## config.mk

```make
export PLATFORM = sky130hd
export DESIGN_NAME = csc_decoder
export DESIGN_NICKNAME = d
export VERILOG_FILES = /design/src/verilog/csc_pkg.sv /design/src/verilog/csc_decoder.sv /design/src/verilog/csc_sync3.sv
export SDC_FILE = /design/constraint.sdc
export NUM_CORES = 1
export LEC_CHECK = 0
export BUFFER_PORTS_ARGS = -buffer_cell sky130_fd_sc_hd__buf_4
export CORE_MARGIN = 3
export CORE_UTILIZATION = 40
export CTS_BUF_LIST = sky130_fd_sc_hd__clkbuf_2
export DETAILED_ROUTE_END_ITERATION = 7
export GPL_ROUTABILITY_DRIVEN = 0
export PLACE_DENSITY = 0.65
export SLEW_MARGIN = 20
export SYNTH_ARGS = -nofsm -noshare
export SYNTH_HDL_FRONTEND = slang
export SYNTH_SLANG_ARGS = --single-unit
export TNS_END_PERCENT = 10
```

## constraint.sdc

```tcl
create_clock -name CLK -period 6.9 [get_ports CLK]
set_clock_uncertainty 0.1 [all_clocks]
set_input_delay 0.345 -clock CLK [delete_from_list [all_inputs] [get_ports CLK]]
set_output_delay 0.345 -clock CLK [all_outputs]
set_load 0.01 [all_outputs]
```

## src/verilog/csc_pkg.sv

```systemverilog
// Package of constants and types for the switch configuration decoder
package csc_pkg;
   // Switch and address widths
   localparam int          CSC_ADDR_W       = 8;
   // Switch sense: a closed (ON) switch reads as one
   localparam logic        CSC_SW_ON        = 1'b1;
   // Special station addresses
   localparam logic [7:0]  CSC_ADDR_ZERO    = 8'h00;
   localparam logic [7:0]  CSC_ADDR_MIN     = 8'h01;
   localparam logic [7:0]  CSC_ADDR_MAX     = 8'hfe;
   localparam logic [7:0]  CSC_ADDR_OFF     = 8'hff;
   // Factory stored IPv4 address, 192.168.100.1
   localparam logic [31:0] CSC_IP_DEFAULT   = 32'hc0a86401;
   // Factory switch positions: static addressing, Ethernet link
   localparam logic        CSC_DEF_DYN_SW   = 1'b0;
   localparam logic        CSC_DEF_ETH_SW   = 1'b1;
   // Settle time after reset release before the switches are latched
   localparam int          CSC_SETTLE_NS    = 1000;
   localparam int          CSC_CLK_NS       = 25;
   localparam int          CSC_SETTLE_CYC   = (CSC_SETTLE_NS + CSC_CLK_NS - 1) / CSC_CLK_NS;
   // Wishbone register offsets (byte addresses)
   localparam logic [7:0]  CSC_REG_STATUS   = 8'h00;
   localparam logic [7:0]  CSC_REG_IP_STORE = 8'h04;
   localparam logic [7:0]  CSC_REG_IP_USED  = 8'h08;
   localparam logic [7:0]  CSC_REG_SWITCHES = 8'h0c;
   // Status register field positions
   localparam int          CSC_ST_LATCHED   = 0;
   localparam int          CSC_ST_ETH       = 1;
   localparam int          CSC_ST_DYN       = 2;
   localparam int          CSC_ST_ENABLED   = 3;
   localparam int          CSC_ST_ID_LO     = 8;
   // Link modes
   typedef enum logic {CSC_LINK_RTU, CSC_LINK_TCP} csc_link_t;
endpackage : csc_pkg

```

## src/verilog/csc_decoder.sv

```systemverilog
// Communication switch configuration decoder with Wishbone register access
//
// The implementer's own choices: the Wishbone interface to the registers and the address map.

module csc_decoder
   import csc_pkg::*;
#(
   parameter int SETTLE_CYC = CSC_SETTLE_CYC
)
(
   // Clock and reset
   input  wire logic        CLK,
   input  wire logic        ARST_N,
   // Configuration switches, high when ON
   input  wire logic        SW_IP_TYPE,
   input  wire logic        SW_LINK_MODE,
   input  wire logic [7:0]  SW_ADDR,
   // Unit identifier check from the frame handler
   input  wire logic        REQ_VALID,
   input  wire logic [7:0]  REQ_UNIT_ID,
   output logic             REQ_ACCEPT,
   // Decoded settings
   output logic             CFG_VALID,
   output logic             AUTO_ASSIGNED_IP_SELECT,
   output logic             FIXED_IP_SELECT,
   output logic             LINK_TCP,
   output logic             LINK_RTU,
   output logic             COMM_ENABLE,
   output logic [7:0]       UNIT_ID,
   output logic [31:0]      IP_ADDR,
   output logic             IP_ADDR_VALID,
   // Wishbone classic slave
   input  wire logic        WB_CYC_I,
   input  wire logic        WB_STB_I,
   input  wire logic        WB_WE_I,
   input  wire logic [7:0]  WB_ADR_I,
   input  wire logic [3:0]  WB_SEL_I,
   input  wire logic [31:0] WB_DAT_I,
   output logic [31:0]      WB_DAT_O,
   output logic             WB_ACK_O
);
   logic        rst_meta;
   logic        rst_n;
   logic [9:0]  sw_sync;
   logic [15:0] settle_cnt;
   logic        latched;
   logic        dyn_sw;
   logic        eth_sw;
   logic [7:0]  addr_sw;
   logic [31:0] ip_store;
   csc_link_t   link;
   logic        use_dyn;
   logic        addr_ok;
   logic        comm_en;
   logic [7:0]  octet4;
   logic [31:0] next_ip;
   logic        wb_req;
   logic [31:0] next_dat;
   logic        ack_q;

   // True for a station address in the usable range
   function automatic logic addr_in_range(input logic [7:0] a);
      addr_in_range = (a >= CSC_ADDR_MIN) && (a <= CSC_ADDR_MAX);
   endfunction : addr_in_range

   // Byte-lane merge for a write to a 32-bit register
   function automatic logic [31:0] lane_merge(input logic [31:0] old,
                                              input logic [31:0] dat,
                                              input logic [3:0]  sel);
      logic [31:0] r;
      r = old;
      for (int b = 0; b < 4; b++)
      begin
         if (sel[b])
            r[b*8 +: 8] = dat[b*8 +: 8];
      end
      lane_merge = r;
   endfunction : lane_merge

   // Reset release through two flip-flops
   always_ff @(posedge CLK or negedge ARST_N)
   begin
      if (!ARST_N)
      begin
         rst_meta <= 1'b0;
         rst_n    <= 1'b0;
      end
      else
      begin
         rst_meta <= 1'b1;
         rst_n    <= rst_meta;
      end
   end

   // Switch pins come from outside the clock domain
   csc_sync3 #(
      .W (10)
   ) u_sync (
      .clk   (CLK),
      .rst_n (rst_n),
      .d     ({SW_LINK_MODE, SW_IP_TYPE, SW_ADDR}),
      .q     (sw_sync)
   );

   // Settle counter: waits for the synchroniser and switch bounce before latching
   always_ff @(posedge CLK or negedge rst_n)
   begin
      if (!rst_n)
         settle_cnt <= '0;
      else if (!latched)
         settle_cnt <= settle_cnt + 16'h0001;
   end

   // One-time latch; later switch moves are ignored until the next reset
   always_ff @(posedge CLK or negedge rst_n)
   begin
      if (!rst_n)
      begin
         latched <= 1'b0;
         dyn_sw  <= CSC_DEF_DYN_SW;
         eth_sw  <= CSC_DEF_ETH_SW;
         addr_sw <= CSC_ADDR_ZERO;
      end
      else if (!latched && (settle_cnt >= 16'(SETTLE_CYC)))
      begin
         latched <= 1'b1;
         addr_sw <= sw_sync[7:0];
         dyn_sw  <= (sw_sync[8] == CSC_SW_ON);
         eth_sw  <= (sw_sync[9] == CSC_SW_ON);
      end
   end

   // Stored IP address, rewritable by the browser-side software
   always_ff @(posedge CLK or negedge rst_n)
   begin
      if (!rst_n)
         ip_store <= CSC_IP_DEFAULT;
      else if (wb_req && WB_WE_I && !ack_q && (WB_ADR_I == CSC_REG_IP_STORE))
         ip_store <= lane_merge(ip_store, WB_DAT_I, WB_SEL_I);
   end

   // Mode decode from latched switches
   always_comb
   begin
      link    = eth_sw ? CSC_LINK_TCP : CSC_LINK_RTU;
      use_dyn = (link == CSC_LINK_TCP) && dyn_sw;
      // Zero is only usable in Ethernet mode, where the stored octet replaces it
      if (addr_sw == CSC_ADDR_OFF)
         addr_ok = 1'b0;
      else if (link == CSC_LINK_RTU)
         addr_ok = addr_in_range(addr_sw);
      else
         addr_ok = 1'b1;
      comm_en = latched && addr_ok;
   end

   // Fourth octet: switch value, or stored octet when the switches read zero
   always_comb
   begin
      if (addr_sw == CSC_ADDR_ZERO)
         octet4 = ip_store[7:0];
      else
         octet4 = addr_sw;
      next_ip = {ip_store[31:8], octet4};
   end

   // Decoded outputs are registered
   always_ff @(posedge CLK or negedge rst_n)
   begin
      if (!rst_n)
      begin
         CFG_VALID               <= 1'b0;
         AUTO_ASSIGNED_IP_SELECT <= 1'b0;
         FIXED_IP_SELECT         <= 1'b0;
         LINK_TCP                <= 1'b0;
         LINK_RTU                <= 1'b0;
         COMM_ENABLE             <= 1'b0;
         UNIT_ID                 <= CSC_ADDR_ZERO;
         IP_ADDR                 <= '0;
         IP_ADDR_VALID           <= 1'b0;
      end
      else
      begin
         CFG_VALID               <= latched;
         AUTO_ASSIGNED_IP_SELECT <= latched && use_dyn;
         FIXED_IP_SELECT         <= latched && (link == CSC_LINK_TCP) && !dyn_sw;
         LINK_TCP                <= latched && (link == CSC_LINK_TCP);
         LINK_RTU                <= latched && (link == CSC_LINK_RTU);
         COMM_ENABLE             <= comm_en;
         UNIT_ID                 <= addr_sw;
         // Automatic addressing leaves the IP to the external assignment
         IP_ADDR                 <= use_dyn ? 32'h00000000 : next_ip;
         IP_ADDR_VALID           <= comm_en && (link == CSC_LINK_TCP) && !use_dyn;
      end
   end

   // Unit identifier match; mismatch or disabled unit gets no response
   always_comb
   begin
      REQ_ACCEPT = REQ_VALID && COMM_ENABLE && (REQ_UNIT_ID == UNIT_ID);
   end

   // Wishbone read mux; unmapped addresses read as zero and are still acknowledged
   always_comb
   begin
      wb_req = WB_CYC_I && WB_STB_I;
      unique case (WB_ADR_I)
         CSC_REG_STATUS:
            next_dat = {16'h0000, UNIT_ID, 4'h0, COMM_ENABLE, AUTO_ASSIGNED_IP_SELECT,
                        LINK_TCP, CFG_VALID};
         CSC_REG_IP_STORE:
            next_dat = ip_store;
         CSC_REG_IP_USED:
            next_dat = IP_ADDR;
         CSC_REG_SWITCHES:
            next_dat = {22'h000000, sw_sync};
         default:
            next_dat = 32'h00000000;
      endcase
   end

   // One-wait-state acknowledge, dropped the cycle after it is given
   always_ff @(posedge CLK or negedge rst_n)
   begin
      if (!rst_n)
      begin
         ack_q    <= 1'b0;
         WB_DAT_O <= '0;
      end
      else
      begin
         ack_q    <= wb_req && !ack_q;
         WB_DAT_O <= next_dat;
      end
   end

   assign WB_ACK_O = ack_q;
endmodule : csc_decoder

```

## src/verilog/csc_sync3.sv

```systemverilog
// Three-stage input synchroniser with second/third agreement filter
module csc_sync3
   import csc_pkg::*;
#(
   parameter int W = 10
)
(
   // Clock and reset
   input  wire logic         clk,
   input  wire logic         rst_n,
   // Raw and filtered levels
   input  wire logic [W-1:0] d,
   output logic      [W-1:0] q
);
   logic [W-1:0] s1;
   logic [W-1:0] s2;
   logic [W-1:0] s3;

   // First stage is read only by the second
   always_ff @(posedge clk or negedge rst_n)
   begin
      if (!rst_n)
      begin
         s1 <= '0;
         s2 <= '0;
         s3 <= '0;
      end
      else
      begin
         s1 <= d;
         s2 <= s1;
         s3 <= s2;
      end
   end

   // A change counts once stages two and three agree, filtering one-cycle glitches
   genvar i;
   generate
      for (i = 0; i < W; i++)
      begin : g_bit
         always_ff @(posedge clk or negedge rst_n)
         begin
            if (!rst_n)
               q[i] <= 1'b0;
            else if (s2[i] == s3[i])
               q[i] <= s3[i];
         end
      end
   endgenerate
endmodule : csc_sync3
```

=== Word-level counts from Yosys, hierarchy flattened ===
Index checks and enable logic that the tools add are counted.

* Register bits after elaboration: 181
* Input port bits: 68
* Output and inout bits: 81
* Word-level logic and storage cells: 88

* $add $sub $neg: 1
* Magnitude comparators: 3
* Eq/ne operators: 15
* Muxes and demuxes: 6
* Bitwise operators: 1
* Reductions and logical operators: 27

{| class="wikitable"
|+ Operators with widths
! operator !! number
|-
| $pmux W32 S4 || 1
|-
| $mux W32 || 1
|-
| $logic_and A1 B1 Y1 || 17
|-
| $add A16 B1 Y16 const B || 1
|-
| $eq A8 B4 Y1 const B || 2
|-
| $ge A16 B6 Y1 const B || 1
|-
| $logic_not A8 Y1 || 2
|-
| $eq A1 B1 Y1 || 10
|-
| $eq A8 B3 Y1 const B || 1
|-
| $eq A8 B8 Y1 || 1
|-
| $eq A8 B8 Y1 const B || 1
|-
| $ge A8 B1 Y1 const B || 1
|-
| $le A8 B8 Y1 const B || 1
|-
| $mux W8 || 1
|-
| $reduce_and A2 Y1 || 4
|-
| $logic_not A1 Y1 || 4
|-
| $mux W1 || 3
|-
| $not A1 Y1 || 1
|}

=== Longest topological paths before layout ===
* Word-level depth: 7
* Depth in mapped cells: 6
* Mapped depth without buffers: 5

=== By module ===
A second synthesis with hierarchy kept.

* Cell total of the unflattened synthesis: 466
* Area, all modules: 6744.0 µm²

{| class="wikitable"
|+ Modules (own cells, without submodules)
! module !! times used !! cells each !! area an instance (µm²) !! seq. area each (µm²)
|-
| csc_decoder || 1 || 416 || 5630.4 || 3540.9
|-
| csc_sync3 || 1 || 50 || 1113.6 || 1001.0
|}

=== Worst setup path before layout ===
No wires, ideal clock.

* Path type: input to register
* From: input port WB_ADR_I[2]
* To: register ip_store[15]
* Arrival: 1.610 ns
* Data required time: 6.672 ns
* Setup slack: 5.062 ns
* Stages: 6
* Buffers on the path: 2
* Cell sequence: buf_2 > and2b_1 > and3_1 > buf_6 > nand4_4 > mux2_1

* Cells in the longest elaborated chain, start to end: 3

{| class="wikitable"
|+ RTL lines
! element !! RTL line !! RTL
|-
| from (decl) || csc_decoder.sv:36 || <nowiki>input wire logic [7:0] WB_ADR_I,</nowiki>
|-
| $eq A8 B3 Y1 || csc_decoder.sv:138 || <nowiki>else if (wb_req && WB_WE_I && !ack_q && (WB_ADR_I == CSC_REG_IP_STORE))</nowiki>
|-
| $logic_and A1 B1 Y1 || csc_decoder.sv:138 ||
|-
| $reduce_and A2 Y1 (no line) || n/a ||
|-
| to (signal assigned) || csc_decoder.sv:139 || <nowiki>ip_store <= lane_merge(ip_store, WB_DAT_I, WB_SEL_I);</nowiki>
|-
| to (decl) || csc_decoder.sv:50 || <nowiki>logic [31:0] ip_store;</nowiki>
|}

Every way passes these cells.
A chain may end at the register's enable or synchronous reset.

=== Worst setup path in the final report ===
* From: input port WB_ADR_I[3]
* To: register ip_store[28]

The elaborated chain is that of the path after synthesis.

==> metrics.md <==
| Metric | Value |
|---|---|
| Status | finished clean |
| Starting Density | 41.2% |
| Diode count | 0 |
| Max cap viols | 0 |
| Clock-pin transition on the worst setup and hold timing paths | 260 ps |
| Slew Viols, Final | 0 |
| Final Hold Viols | 0 |
| TritonCTS clock tree | yes |
| Area Growth Syn to Fin | 36.5% |
| CP endpoint kind | register |
| Synth warnings | 0 |
| Clock latency on the worst-skew pair | 720 ps |
| Critical Path Start | WB_ADR_I[3] |
| Layout cells sized above 1 | 35.7% |
| TritonRoute pass-1 iters | 5 |
| Primary FF master, synth | dfrtp_1 |
| I/O Pins | 149 |
| Post-Synth XOR/XNOR Area | 3.05% |
| HP Class | input pin to register |
| Synth Area in Compound Gates | 3.98% |
| TNS Setup | 0 ps |
| Pwr Total | 1830 µW |
| CORE AREA | 16,000 µm² |
| DRC viols | 0 |
| Worst hold start | WB_ADR_I[1] |
| Post-synthesis adder-cell area fraction | 1.90% |
| Sequential share of the synthesized area | 68.8% |
| RSZ-0062 raised after global routing | no |
| Critical Path Fanout Max | 20 |
| Worst setup path class | input pin to register |
| Fin nets | 752 |
| Port buffer count | 148 |
| ANT nets after route | 0 |
| Vias per inst | 4.83 |
| Initial antenna violation count | 0 |
| Largest net degree at the start of global routing | 74 |
| Register area | 4550 µm² |
| 1st-iter DRT viols | 217 |
| Htree depth | 4 |
| Post-synthesis cell count | 442 |
| Site Rows | 46 |
| # clock sinks | 181 |
| Simple-gate share of the synthesized area | 9.90% |
| Area contributors post-synth | dfrtp_1 65%, mux2_2 7.5%, dfstp_2 4.0% |
| Actual slew at the worst max-slew pin | 1040 ps |
| Min Tclk post-route | 3210 ps |
| Largest family of logic cells by synthesized area | multiplexers |
| Yosys reg bits | 181 |
| Crit start category | input pin |
| R2r startpoint | WB_ACK_O$_DFF_PN0_ |
| Final Hold Slack | 114 ps |
| Wire per inst | 16.9 µm |
| Power per cell area | 203 nW/µm² |
| Leak | 0.00442 µW |
| Die height | 134 µm |
| Peak supply drop | 0.120 mV |
| HPWL after DPL | 10,600 µm |
| Cts bufs inserted | 17 |
| Syn_area_per_cell | 14.9 µm² |
| Async SR Flop Fraction | 100% |
| Syn Nets | 512 |
| F_max | 312 MHz |
| CTS max path bufs | 2 |
| Gr usage total | 17.7% |
| Worst EP required | 7420 ps |
| Multi-input logic area | 1970 µm² |
| EDFF count, synth | 0 |
| Crit share post-route | 46.5% |
| Die X | 134 µm |
| Vias in the first global route | 4,764 |
| First-pass GRT wire length | 24,900 µm |
| Number of fill cells | 1,359 |
| Overflow after GRT | 0 |
| Most instantiated cells after synthesis | 171 x dfrtp_1, 44 x mux2_2, 30 x nor2_1 |
| Post-synth top area cell | dfrtp_1 |
| Top-count cell post-synth | dfrtp_1 |
| Syn Std Cell Area | 6600 µm² |
| DIE AREA | 18,100 µm² |
| CTS root buffer | clkbuf_2 |
| Share of the synthesized area in the top cell type | 64.8% |
| Vias | 4,396 |
| Distinct cells, synth | 42 |
| Post-synthesis mux area share | 11.0% |
| Final setup vio count | 0 |
| Relative slew slack | 30.7% |
| Crit path DAT | 3730 ps |
| Routed WL | 15,400 µm |
routing by layer:
layer	up-vias	track usage, %	share of wire [%]
li1	2024	-	-
met1	2219	23.1	43
met2	132	29.1	50
met3	21	5.06	5.3
met4	0	5.49	1.6
met5	-	0	0
stage by stage:
step           instances  instance area [µm²]  setup WS [ps]  utilization, %
2_1_floorplan        442                 6600           1400               -
3_3_place_gp         795                 7940           4090            49.6
3_5_place_dp         795                 7940           3980            49.6
4_1_cts              911                 9010           3780            56.3
5_1_grt              911                 9010           3680            56.3
6_report             911                 9010           3690            56.3
path summary, 6_finish.rpt:
check / end / slack, ps / depth (start not counted)
setup reg to reg: ip_store[28]$_DFFE_PN0P_ / 4580 / 4
max in group asynchronous: UNIT_ID[6]$_DFF_PN0_ / 5250 / 1
hold reg to reg: settle_cnt[3]$_DFFE_PN0N_ / 180 / 0
min in group asynchronous: settle_cnt[3]$_DFFE_PN0N_ / 180 / 0
setup / recovery: ip_store[28]$_DFFE_PN0P_ / 3690 / 7
hold / removal: WB_DAT_O[6]$_DFF_PN0_ / 110 / 4
cells in the final DEF, fill, tap and decap left out, types with 7 or more instances in the layout:
master	instances
dfrtp_1	170
buf_4	150
dlygate4sd3_1	84
mux2_2	44
nor2_1	30
and2_1	25
xnor2_1	21
clkbuf_2	19
a22o_1	16
a21oi_1	15
and3_1	10
maj3_1	10
dfstp_2	10
nand2_1	9
nand4_1	7
worst max-delay path, cell delays in order:
cell and delay [ps]:
dlygate4sd3_1 560, buf_4 220, and2b_1 350, and3_1 890, nand4_2 420, mux2_2 380, dlygate4sd3_1 560
cell families (layout without fill, tap and decap cells):
family | Yosys count | in the layout
other | 1 | 1
flip-flops | 181 | 181
XOR/XNOR | 23 | 23
buffers and inverters | 19 | 272
adder cells (fa/ha/maj) | 12 | 12
AO/OA/AOI/OAI | 38 | 38
multiplexers | 59 | 59
AND/OR/NAND/NOR | 109 | 109
power by group:
group / switching, µW / internal, µW
registers: 37.9 / 1100
clock network: 352 / 167
logic: 73.6 / 95.2
state kept, by name, indices dropped and copies added (netlist names), 8 cells and up:
| signal | flops |
|---|---|
| IP_ADDR | 32 |
| UNIT_ID | 8 |
| WB_DAT_O | 32 |
| addr_sw | 8 |
| ip_store | 32 |
| settle_cnt | 16 |
| u_sync.q | 10 |
| u_sync.s1 | 10 |
| u_sync.s2 | 10 |
| u_sync.s3 | 10 |
timing repair:
action                                 CTS  global route
hold buffers                            84             0
gates resized for setup                  0             0
setup buffers                            0             0
endpoints found under the hold margin   61             0
area by class of cell:
class / count / area share (%)
Clock inverter: 13 / 1.50
Multi-Input combinational cell: 242 / 21.9
Sequential cell: 181 / 50.5
Clock buffer: 19 / 1.06
Timing Repair Buffer: 234 / 21.8
Inverter: 6 / 0.250
Tap cell: 216 / 3.00
Note: power is estimated with default switching activity, not from simulation.
